## src/mal_pkg.sv

```systemverilog
// Purpose: shared constants and state types of the motor alarm and edit-lock block
// Assumes: 200 MHz system clock
// Notes: alarm and warning codes are display codes, one byte each
package mal_pkg;

    // clock rate and timing figures
    localparam int CLK_MHZ = 200;
    localparam int KEY_HOLD_MS = 5000;
    localparam int LOCK_WARN_MS = 1000;
    localparam int KEY_HOLD_CYC = KEY_HOLD_MS * 1000 * CLK_MHZ;
    localparam int LOCK_WARN_CYC = LOCK_WARN_MS * 1000 * CLK_MHZ;

    // speed thresholds in r/min
    localparam logic [11:0] OVERSPEED_RPM = 12'h8FC;
    localparam logic [11:0] BRAKE_RPM = 12'h834;

    // alarm codes, zero means no alarm
    localparam logic [7:0] AL_NONE = 8'h00;
    localparam logic [7:0] AL_OVERHEAT = 8'h26;
    localparam logic [7:0] AL_LOCK = 8'h30;
    localparam logic [7:0] AL_OVERSPEED = 8'h31;
    localparam logic [7:0] AL_STORAGE = 8'h41;
    localparam logic [7:0] AL_POWERON = 8'h45;
    localparam logic [7:0] AL_EXT_STOP = 8'h5E;

    // warning codes
    localparam logic [7:0] WN_LOCK = 8'h30;
    localparam logic [7:0] WN_OP_ERR = 8'h6C;

    // history depth and power-on settle count
    localparam int HIST_DEPTH = 9;
    localparam logic [1:0] POR_SETTLE = 2'h3;

    // external fault contact is normally closed, so its synchroniser wakes at the idle level
    localparam logic [1:0] EXT_SY_RST = 2'h3;

    // reset values
    localparam logic [31:0] CNT_RST = 32'h0000_0000;

    typedef struct packed {
        logic [1:0] fwd_sy;
        logic [1:0] rev_sy;
        logic [1:0] clr_sy;
        logic [1:0] ext_sy;
        logic [1:0] th_sy;
        logic [1:0] lk_sy;
        logic clr_prev;
        logic inch_prev;
        logic [1:0] por_cnt;
        logic por_done;
        logic [7:0] alarm_code;
        logic [31:0] lock_cnt;
        logic [31:0] key_cnt;
        logic key_done;
        logic edit_lock;
        logic unlock_show;
        logic op_err;
        logic lock_warn;
        logic drive_en;
        logic brake;
        logic alarm_n;
        logic lamp;
        logic warn;
        logic thermal_state_output;
        logic edit_grant;
    } mal_state_t;

endpackage

```

## src/mal_hist.sv

```systemverilog
// Purpose: newest-first code history held in flip-flops
// Assumes: push and clear are single-cycle pulses on the system clock
// Notes: entry 0 is newest; a push drops the oldest entry
`timescale 1ns/1ps
module mal_hist #(
    parameter int DEPTH = mal_pkg::HIST_DEPTH,
    parameter int IDX_W = 4
) (
    // clock and reset
    input wire logic sys_clk_i,
    input wire logic arst_n_i,
    input wire logic clk_en_i,
    // write side
    input wire logic push_i,
    input wire logic [7:0] code_i,
    input wire logic clear_i,
    // read side
    input wire logic [IDX_W-1:0] rd_idx_i,
    output logic [7:0] rd_code_o
);
    typedef struct packed {
        logic [DEPTH-1:0][7:0] entry;
        logic [7:0] rd_code;
    } mal_hist_t;

    mal_hist_t st;
    mal_hist_t next_st;
    logic [DEPTH-1:0][7:0] shifted;

    // one shift stage per entry, newest enters at zero
    genvar g;
    generate
        for (g = 0; g < DEPTH; g++)
        begin : g_shift
            if (g == 0)
            begin : g_head
                assign shifted[g] = code_i;
            end
            else
            begin : g_tail
                assign shifted[g] = st.entry[g-1];
            end
        end
    endgenerate

    // clear wins over push: a clear command empties the whole record
    always_comb
    begin
        next_st = st;
        if (clear_i)
            next_st.entry = '0;
        else if (push_i)
            next_st.entry = shifted;
        // out-of-range index reads as no code
        if (int'(rd_idx_i) < DEPTH)
            next_st.rd_code = st.entry[rd_idx_i];
        else
            next_st.rd_code = 8'h00;
    end

    always_ff @(posedge sys_clk_i or negedge arst_n_i)
    begin
        if (!arst_n_i)
            st <= '0;
        else if (clk_en_i)
            st <= next_st;
    end

    assign rd_code_o = st.rd_code;
endmodule

```

## src/mal_top.sv

```systemverilog
// Purpose: alarm detection, alarm latch and history, warnings and edit-lock of a motor speed controller
// Assumes: one 200 MHz clock; pins pass two flip-flops; panel and sensor words are on-clock
// Notes on behaviour
// - edit requests refused while edit-lock active
// - 5 s key hold when unlocked locks
// - 5 s key hold when locked unlocks
// - any alarm removes drive, motor coasts
// - alarm drops alarm output, lamp, shows code
// - thermal protector open raises overheat alarm
// - shaft locked past set time raises alarm
// - speed above 2300 r/min raises overspeed
// - speed above 2100 r/min applies brake
// - storage fault alarm; clear input cannot clear
// - run input at power-on raises alarm
// - power-on alarm suppressed when disabled
// - assigned external fault inactive raises stop alarm
// - clear on rising edge of clear input
// - clear input ignored while run active
// - panel clear and power cycle also clear
// - nine-alarm history newest first, clearable
// - warning output follows warning condition
// - warning history lost at power off
// - lock warning after 1 s, keep running
// - run active leaving inch mode: warn, stop
`timescale 1ns/1ps
module mal_top #(
    parameter int KEY_HOLD_CYC = mal_pkg::KEY_HOLD_CYC,
    parameter int LOCK_WARN_CYC = mal_pkg::LOCK_WARN_CYC
) (
    // clock, reset, enable
    input wire logic sys_clk_i,
    input wire logic arst_n_i,
    input wire logic clk_en_i,
    // pins from outside, synchronised here
    input wire logic forward_run_input_i,
    input wire logic reverse_run_input_i,
    input wire logic fault_clear_i,
    input wire logic external_fault_input_i,
    input wire logic thermal_open_i,
    input wire logic shaft_locked_i,
    // on-clock sensor and status words
    input wire logic [11:0] shaft_speed_i,
    input wire logic storage_error_i,
    // parameters
    input wire logic [31:0] lock_time_cyc_i,
    input wire logic poweron_guard_en_i,
    input wire logic ext_fault_assigned_i,
    // operation panel
    input wire logic panel_key_i,
    input wire logic top_screen_i,
    input wire logic panel_alarm_clear_i,
    input wire logic history_clear_i,
    input wire logic manual_inch_mode_i,
    input wire logic edit_req_i,
    input wire logic [3:0] alarm_hist_idx_i,
    input wire logic [3:0] warn_hist_idx_i,
    // drive stage
    output logic drive_enable_o,
    output logic brake_o,
    // alarm and warning outputs
    output logic alarm_out_o,
    output logic fault_lamp_o,
    output logic [7:0] alarm_code_o,
    output logic warning_output_o,
    output logic thermal_state_output_o,
    output logic [7:0] alarm_hist_code_o,
    output logic [7:0] warn_hist_code_o,
    // edit-lock
    output logic edit_grant_o,
    output logic edit_lock_o,
    output logic lock_indicator_o,
    output logic unlock_indicator_o
);
    mal_pkg::mal_state_t st;
    mal_pkg::mal_state_t next_st;

    // synchronised pin levels, second stage only
    logic forward_run_input;
    logic reverse_run_input;
    logic clr;
    logic ext_ok;
    logic th_open;
    logic locked;
    logic run_any;
    logic clr_edge;
    logic [7:0] detect;
    logic alarm_push;
    logic lock_warn_now;
    logic inch_exit;
    logic warn_push;
    logic [7:0] warn_code;

    assign forward_run_input = st.fwd_sy[1];
    assign reverse_run_input = st.rev_sy[1];
    assign clr = st.clr_sy[1];
    assign ext_ok = st.ext_sy[1];
    assign th_open = st.th_sy[1];
    assign locked = st.lk_sy[1];
    assign run_any = forward_run_input | reverse_run_input;

    // clear edge counts only with both run inputs off
    assign clr_edge = clr & ~st.clr_prev & ~run_any;

    // fault detection, storage first since no input clear reaches it
    always_comb
    begin
        detect = mal_pkg::AL_NONE;
        if (storage_error_i)
            detect = mal_pkg::AL_STORAGE;
        else if (th_open)
            detect = mal_pkg::AL_OVERHEAT;
        else if (st.lock_cnt >= lock_time_cyc_i && lock_time_cyc_i != 32'h0000_0000)
            detect = mal_pkg::AL_LOCK;
        else if (shaft_speed_i > mal_pkg::OVERSPEED_RPM)
            detect = mal_pkg::AL_OVERSPEED;
        else if (ext_fault_assigned_i && !ext_ok)
            detect = mal_pkg::AL_EXT_STOP;
    end

    // warnings: lock held 1 s, or run input active when inch mode ends
    assign lock_warn_now = st.lock_cnt >= 32'(LOCK_WARN_CYC);
    assign inch_exit = st.inch_prev & ~manual_inch_mode_i & run_any;
    assign warn_push = (lock_warn_now & ~st.lock_warn) | inch_exit;
    assign warn_code = inch_exit ? mal_pkg::WN_OP_ERR : mal_pkg::WN_LOCK;

    // next-state logic for the whole block
    always_comb
    begin
        next_st = st;
        alarm_push = 1'b0;

        // two-stage synchronisers
        next_st.fwd_sy = {st.fwd_sy[0], forward_run_input_i};
        next_st.rev_sy = {st.rev_sy[0], reverse_run_input_i};
        next_st.clr_sy = {st.clr_sy[0], fault_clear_i};
        next_st.ext_sy = {st.ext_sy[0], external_fault_input_i};
        next_st.th_sy = {st.th_sy[0], thermal_open_i};
        next_st.lk_sy = {st.lk_sy[0], shaft_locked_i};
        next_st.clr_prev = clr;
        next_st.inch_prev = manual_inch_mode_i;

        // power-on check waits for the synchronisers to settle
        if (!st.por_done)
        begin
            if (st.por_cnt == mal_pkg::POR_SETTLE)
                next_st.por_done = 1'b1;
            else
                next_st.por_cnt = st.por_cnt + 2'h1;
        end

        // alarm latch: a detected fault wins over a clear in the same cycle
        if (st.alarm_code == mal_pkg::AL_NONE)
        begin
            if (detect != mal_pkg::AL_NONE)
                next_st.alarm_code = detect;
            else if (st.por_cnt == mal_pkg::POR_SETTLE && !st.por_done && run_any && poweron_guard_en_i)
                next_st.alarm_code = mal_pkg::AL_POWERON;
        end
        else if (st.alarm_code == mal_pkg::AL_POWERON)
        begin
            // run-prevention alarm ends when the run inputs drop
            if (!run_any || panel_alarm_clear_i || clr_edge)
                next_st.alarm_code = detect;
        end
        else if (panel_alarm_clear_i)
            next_st.alarm_code = detect;
        else if (clr_edge && st.alarm_code != mal_pkg::AL_STORAGE)
            next_st.alarm_code = detect;
        alarm_push = (st.alarm_code == mal_pkg::AL_NONE) && (next_st.alarm_code != mal_pkg::AL_NONE);

        // lock timer runs only while the motor is driven
        if (locked && st.drive_en)
        begin
            if (st.lock_cnt != 32'hFFFF_FFFF)
                next_st.lock_cnt = st.lock_cnt + 32'h0000_0001;
        end
        else
            next_st.lock_cnt = mal_pkg::CNT_RST;
        next_st.lock_warn = lock_warn_now;

        // operation error holds the motor stopped until both run inputs drop
        if (inch_exit)
            next_st.op_err = 1'b1;
        else if (!run_any)
            next_st.op_err = 1'b0;

        // key hold timer; one toggle per press
        if (panel_key_i && top_screen_i)
        begin
            if (!st.key_done)
            begin
                if (st.key_cnt >= 32'(KEY_HOLD_CYC) - 32'h0000_0001)
                begin
                    next_st.key_done = 1'b1;
                    next_st.key_cnt = mal_pkg::CNT_RST;
                    next_st.edit_lock = ~st.edit_lock;
                    next_st.unlock_show = st.edit_lock;
                end
                else
                    next_st.key_cnt = st.key_cnt + 32'h0000_0001;
            end
        end
        else
        begin
            next_st.key_cnt = mal_pkg::CNT_RST;
            next_st.key_done = 1'b0;
        end

        // edits pass only while unlocked
        next_st.edit_grant = edit_req_i & ~st.edit_lock;

        // registered outputs follow the latched alarm in one step
        // no drive before the power-on check has looked at the run pins
        next_st.drive_en = (forward_run_input ^ reverse_run_input) & (next_st.alarm_code == mal_pkg::AL_NONE) & ~next_st.op_err
            & next_st.por_done;
        next_st.alarm_n = next_st.alarm_code == mal_pkg::AL_NONE;
        next_st.lamp = next_st.alarm_code != mal_pkg::AL_NONE;
        // braking with or without drive, only below alarm, keeps overspeed away
        next_st.brake = (shaft_speed_i > mal_pkg::BRAKE_RPM) & (next_st.alarm_code == mal_pkg::AL_NONE);
        next_st.warn = lock_warn_now | next_st.op_err;
        next_st.thermal_state_output = th_open;
    end

    always_ff @(posedge sys_clk_i or negedge arst_n_i)
    begin
        if (!arst_n_i)
        begin
            st <= '0;
            // a zero here would read as an open contact and latch a false stop
            st.ext_sy <= mal_pkg::EXT_SY_RST;
        end
        else if (clk_en_i)
            st <= next_st;
    end

    // alarm record, survives only as long as this block is powered
    mal_hist #(
        .DEPTH(mal_pkg::HIST_DEPTH),
        .IDX_W(4)
    ) u_alarm_hist (
        .sys_clk_i(sys_clk_i),
        .arst_n_i(arst_n_i),
        .clk_en_i(clk_en_i),
        .push_i(alarm_push),
        .code_i(next_st.alarm_code),
        .clear_i(history_clear_i),
        .rd_idx_i(alarm_hist_idx_i),
        .rd_code_o(alarm_hist_code_o)
    );

    // warning record, volatile: only reset clears it
    mal_hist #(
        .DEPTH(mal_pkg::HIST_DEPTH),
        .IDX_W(4)
    ) u_warn_hist (
        .sys_clk_i(sys_clk_i),
        .arst_n_i(arst_n_i),
        .clk_en_i(clk_en_i),
        .push_i(warn_push),
        .code_i(warn_code),
        .clear_i(1'b0),
        .rd_idx_i(warn_hist_idx_i),
        .rd_code_o(warn_hist_code_o)
    );

    // outputs from flip-flops, unlock indicator gated by the lock flop
    assign drive_enable_o = st.drive_en;
    assign brake_o = st.brake;
    assign alarm_out_o = st.alarm_n;
    assign fault_lamp_o = st.lamp;
    assign alarm_code_o = st.alarm_code;
    assign warning_output_o = st.warn;
    assign thermal_state_output_o = st.thermal_state_output;
    assign edit_grant_o = st.edit_grant;
    assign edit_lock_o = st.edit_lock;
    assign lock_indicator_o = st.edit_lock;
    assign unlock_indicator_o = st.unlock_show & ~st.edit_lock;
endmodule

```

## config.mk

```make
export PLATFORM = sky130hd
export DESIGN_NAME = mal_top
export DESIGN_NICKNAME = d
export VERILOG_FILES = /design/src/mal_pkg.sv /design/src/mal_hist.sv /design/src/mal_top.sv
export SDC_FILE = /design/constraint.sdc
export NUM_CORES = 1
export LEC_CHECK = 0
export BUFFER_PORTS_ARGS = -buffer_cell sky130_fd_sc_hd__buf_2
export CORE_AREA = 2 2 125 187
export DETAILED_ROUTE_END_ITERATION = 8
export DIE_AREA = 0 0 127 189
export PLACE_DENSITY = 0.68
export SYNTH_ARGS = -nofsm -noshare
export SYNTH_HDL_FRONTEND = slang
export SYNTH_SLANG_ARGS = --single-unit
```

## constraint.sdc

```tcl
create_clock -name sys_clk_i -period 3.36 [get_ports sys_clk_i]
set_input_delay 0 -clock sys_clk_i [delete_from_list [all_inputs] [get_ports sys_clk_i]]
set_output_delay 0 -clock sys_clk_i [all_outputs]
set_load 0.005 [all_outputs]
```

==> summary.md <==
| Metric | Value |
|---|---|
| Wire per inst | `17.3 um` |
| Longest Clk Path Bufs | `3` |
| Initial core utilization | `49.3%` |
| Fmax | `313 MHz` |
| Max-Cap Viols | `0` |
| Ant diodes | `0` |
| # fillers | `1936` |
| Post-route ant nets | `0` |
| CP Launch Type | `flip-flop` |
| Post-synth EDFFs | `0` |
| Post-synthesis register bit count | `211` |
| CTS buffer count | `22` |
| Fin crit share | `95.0%` |
| Detailed-route vias per instance | `5.85` |
| CP cell instances | `ha_1, nand2_1, nor4_4, or4b_1, a311oi_2, buf_4, nor3b_4, a31oi_4, o21ai_4, clkbuf_16, a22o_1` |
| Die width | `127 um` |
| Detailed Route WL | `24.7 mm` |
| Critical path fanouts, max | `36` |
| Status | `completed` |
| Post-DP Area | `11600 um^2` |
| Row cnt | `67` |
| Critical Path End Type | `flip-flop` |
| Max VDD drop | `0.333 mV` |
| Critical path's slowest cell | `or4b_1` |
| Final-report setup violation count | `0` |
| Vias | `8337` |
| Root Driver | `clkbuf_16` |
| Global-route usage over all layers | `20.8%` |
| Number of global-route vias before repair | `8370` |
| I/O pin count | `104` |
| Grt total ovfl | `0` |
| Detailed-route DRC error count | `0` |
| Post-synthesis sequential area ratio | `48.0%` |
| Yosys cell types | `69` |
| Tightest Pin Transition | `1.15 ns` |
| Starting DRT DRC Count | `385` |
| Die Y | `189 um` |
| Yosys warns | `0` |
| Core area | `22300 um^2` |
| Worst EP required | `3.75 ns` |
| Fin Clk Skew | `0.00837 ns` |
| Final HPWL DP | `17.2 mm` |
| TritonCTS clock tree | `done` |
| Largest delay share family, worst path | `simple AND/OR/NAND/NOR gates` |
| Mapped Cells | `1043` |
| Syn Area/Cell | `10.5 um^2` |
| Share of layout cells above drive strength 1 | `20.7%` |
| Syn-to-layout area delta | `15.1%` |
| Largest net degree at the start of global routing | `90` |
| Gp weighted congestion | `0.886` |
| Period minus WS final | `3.19 ns` |
| First-pass GRT wire length | `41.4 mm` |
| Final count of hold timing violations | `0` |
| Worst Hold Class | `in2reg` |
| Leakage | `5.84 nW` |
| Pins Over Slew Limit | `0` |
| Most common flop cell mapped by yosys | `dfrtp_1` |
| Mapped Area | `11000 um^2` |
| Async S/R FF share, synth | `100%` |
| Final core occ | `56.8%` |
| First-pass DRT Iterations | `5` |
| Clock latency on the worst-skew pair | `0.50 ns` |
| Final net count | `1241` |
| Initial antenna violation count | `1` |
| Crit-path max cell delay | `0.51 ns` |
| Final instance area | `12700 um^2` |
| Sink Count | `211` |
| Die area | `24000 um^2` |
| Clk slew on worst S/H paths | `0.06 ns` |
| Port bufs | `100` |
| Max-slew headroom | `23.1%` |
| Crit Path Category | `reg2reg` |
| Arr. time, crit path | `3.58 ns` |
| Power density cells | `478 nW/um^2` |
| Worst Path Buf+Inv | `2` |
| H-tree levels | `1` |
per-stage QoR:
| step | total power [mW] | hold WS (ns) | instances | setup WS (ns) | setup TNS [ns] |
|---|---|---|---|---|---|
| after floorplan | 3.23 | -0.296 | 1045 | 0.413 | 0 |
| after global placement | 3.43 | 0.0442 | 1366 | 0.162 | 0 |
| after detailed placement | 3.45 | 0.0498 | 1366 | 0.0815 | 0 |
| after CTS | 6.11 | 0.0709 | 1425 | 0.0468 | 0 |
| after global routing | 6.30 | 0.0935 | 1426 | -0.0216 | -0.264 |
| final | 6.05 | 0.0613 | 1426 | 0.168 | 0 |
placed cells by master, fill, tap and decap left out, drive strengths merged, types with 5 or more instances in the layout:
cell / n
or3: 10
or4: 5
clkbuf: 28
nand3: 32
xnor2: 10
o31ai: 15
and3: 11
nor4: 18
nand4: 19
mux2: 40
and4: 5
o21ai: 68
mux4: 22
dlygate4sd3: 19
dfrtp: 209
and2: 10
nand2b: 15
a22o: 70
clkinv: 7
nor2: 98
a21oi: 58
inv: 51
mux2i: 11
buf: 118
nor2b: 6
nand2: 60
a31oi: 7
ha: 37
xor2: 16
nor3: 16
final timing paths:
check	startpoint	end	slack (ns)	depth (start not counted)
max reg2reg	st[59]$_DFFE_PN0P_	u_alarm_hist.st[73]$_DFFE_PN0P_	0.17	11
max	st[59]$_DFFE_PN0P_	u_alarm_hist.st[73]$_DFFE_PN0P_	0.17	11
min	warn_hist_idx_i[2]	u_warn_hist.rd_code_o[4]$_DFFE_PN0P_	0.06	5
min reg2reg	st[42]$_DFFE_PN0P_	st[42]$_DFFE_PN0P_	0.48	1
max in group asynchronous	arst_n_i	st[16]$_DFFE_PN0P_	2.27	3
min in group asynchronous	arst_n_i	u_alarm_hist.shifted[57]$_DFFE_PN0P_	0.10	2
layer usage:
metal | up-vias | wire length, um | global-route usage, %
li1 | 3977 | - | -
met1 | 4149 | 10700 | 27.0
met2 | 167 | 12600 | 36.6
met3 | 42 | 965 | 3.00
met4 | 2 | 467 | 5.20
met5 | - | 11 | 0
flip-flops by register name (all words and copies together) (netlist names), 3 cells and up:
| register | cells |
|---|---|
| u_alarm_hist.st | 8 |
| u_warn_hist.st | 3 |
| st | 73 |
| u_alarm_hist.rd_code_o | 8 |
| u_warn_hist.rd_code_o | 3 |
| next_st | 7 |
| alarm_code_o | 8 |
| u_warn_hist.shifted | 24 |
| u_alarm_hist.shifted | 64 |
worst reg2reg max path: stages, from the launching register on:
cell and delay [ns]:
dfrtp_1 0.43, ha_1 0.32, nand2_1 0.12, nor4_4 0.30, or4b_1 0.51, a311oi_2 0.31
buf_4 0.18, nor3b_4 0.07, a31oi_4 0.23, o21ai_4 0.09, clkbuf_16 0.26, a22o_1 0.25
final cells by class:
class / instances / area, um^2 / share of cell area [%]
Clock buffer: 27 / 601 / 4.74
Clock inverter: 13 / 185 / 1.46
Inverter: 50 / 188 / 1.48
Multi-Input combinational cell: 711 / 5160 / 40.8
Sequential cell: 211 / 5280 / 41.7
Tap cell: 276 / 345 / 2.73
Timing Repair Buffer: 138 / 898 / 7.10
cell families after synthesis:
kind of cell	after synthesis	synth area share, %
simple gates	316	14.4
compound gates	256	16.0
flops	211	48.0
buf+inv	123	5.66
mux	73	9.60
fa+ha+maj	37	4.21
xor+xnor	26	2.07
other cells	1	0.0341
timing repair:
item | in CTS | in global routing
hold endpoints to repair | 109 | 0
setup endpoints to repair | 0 | 73
gates resized for setup | 0 | 5
setup buffers | 0 | 0
hold buffers | 19 | 0
cells in the mapped netlist, types with 3 or more instances:
cell,instances,area (um^2)
o21ai_0,67,335
buf_1,4,15.0
a21oi_1,57,285
a21o_1,4,30.0
nand3_1,32,160
buf_6,8,90.1
nand2_1,60,225
nor3_1,15,75.1
xnor2_1,10,87.6
nor4_1,18,113
or3_1,10,62.6
o21a_1,4,30.0
nor2_1,98,368
a22o_1,70,613
o31ai_1,15,113
mux4_2,22,495
nand2b_1,14,87.6
or4_1,4,30.0
dfrtp_1,209,5230
mux2i_1,11,110
a31oi_1,6,37.5
nor4b_1,3,26.3
buf_2,6,30.0
nand4_1,19,119
and4_1,5,43.8
xor2_1,16,140
ha_1,37,463
and2_1,9,56.3
buf_4,25,188
and3_1,11,68.8
inv_1,50,188
o41ai_1,4,35.0
o2bb2ai_1,4,35.0
mux2_2,40,450
nor2b_1,6,37.5
clkbuf_1,30,113
power breakdown:
group          switching [mW]  leakage, nW  internal [mW]
Combinational           0.333         2.64          0.293
Sequential              0.112         2.82           2.68
Clock                    1.03        0.385           1.59
Note: power is estimated with default switching activity, not from simulation.
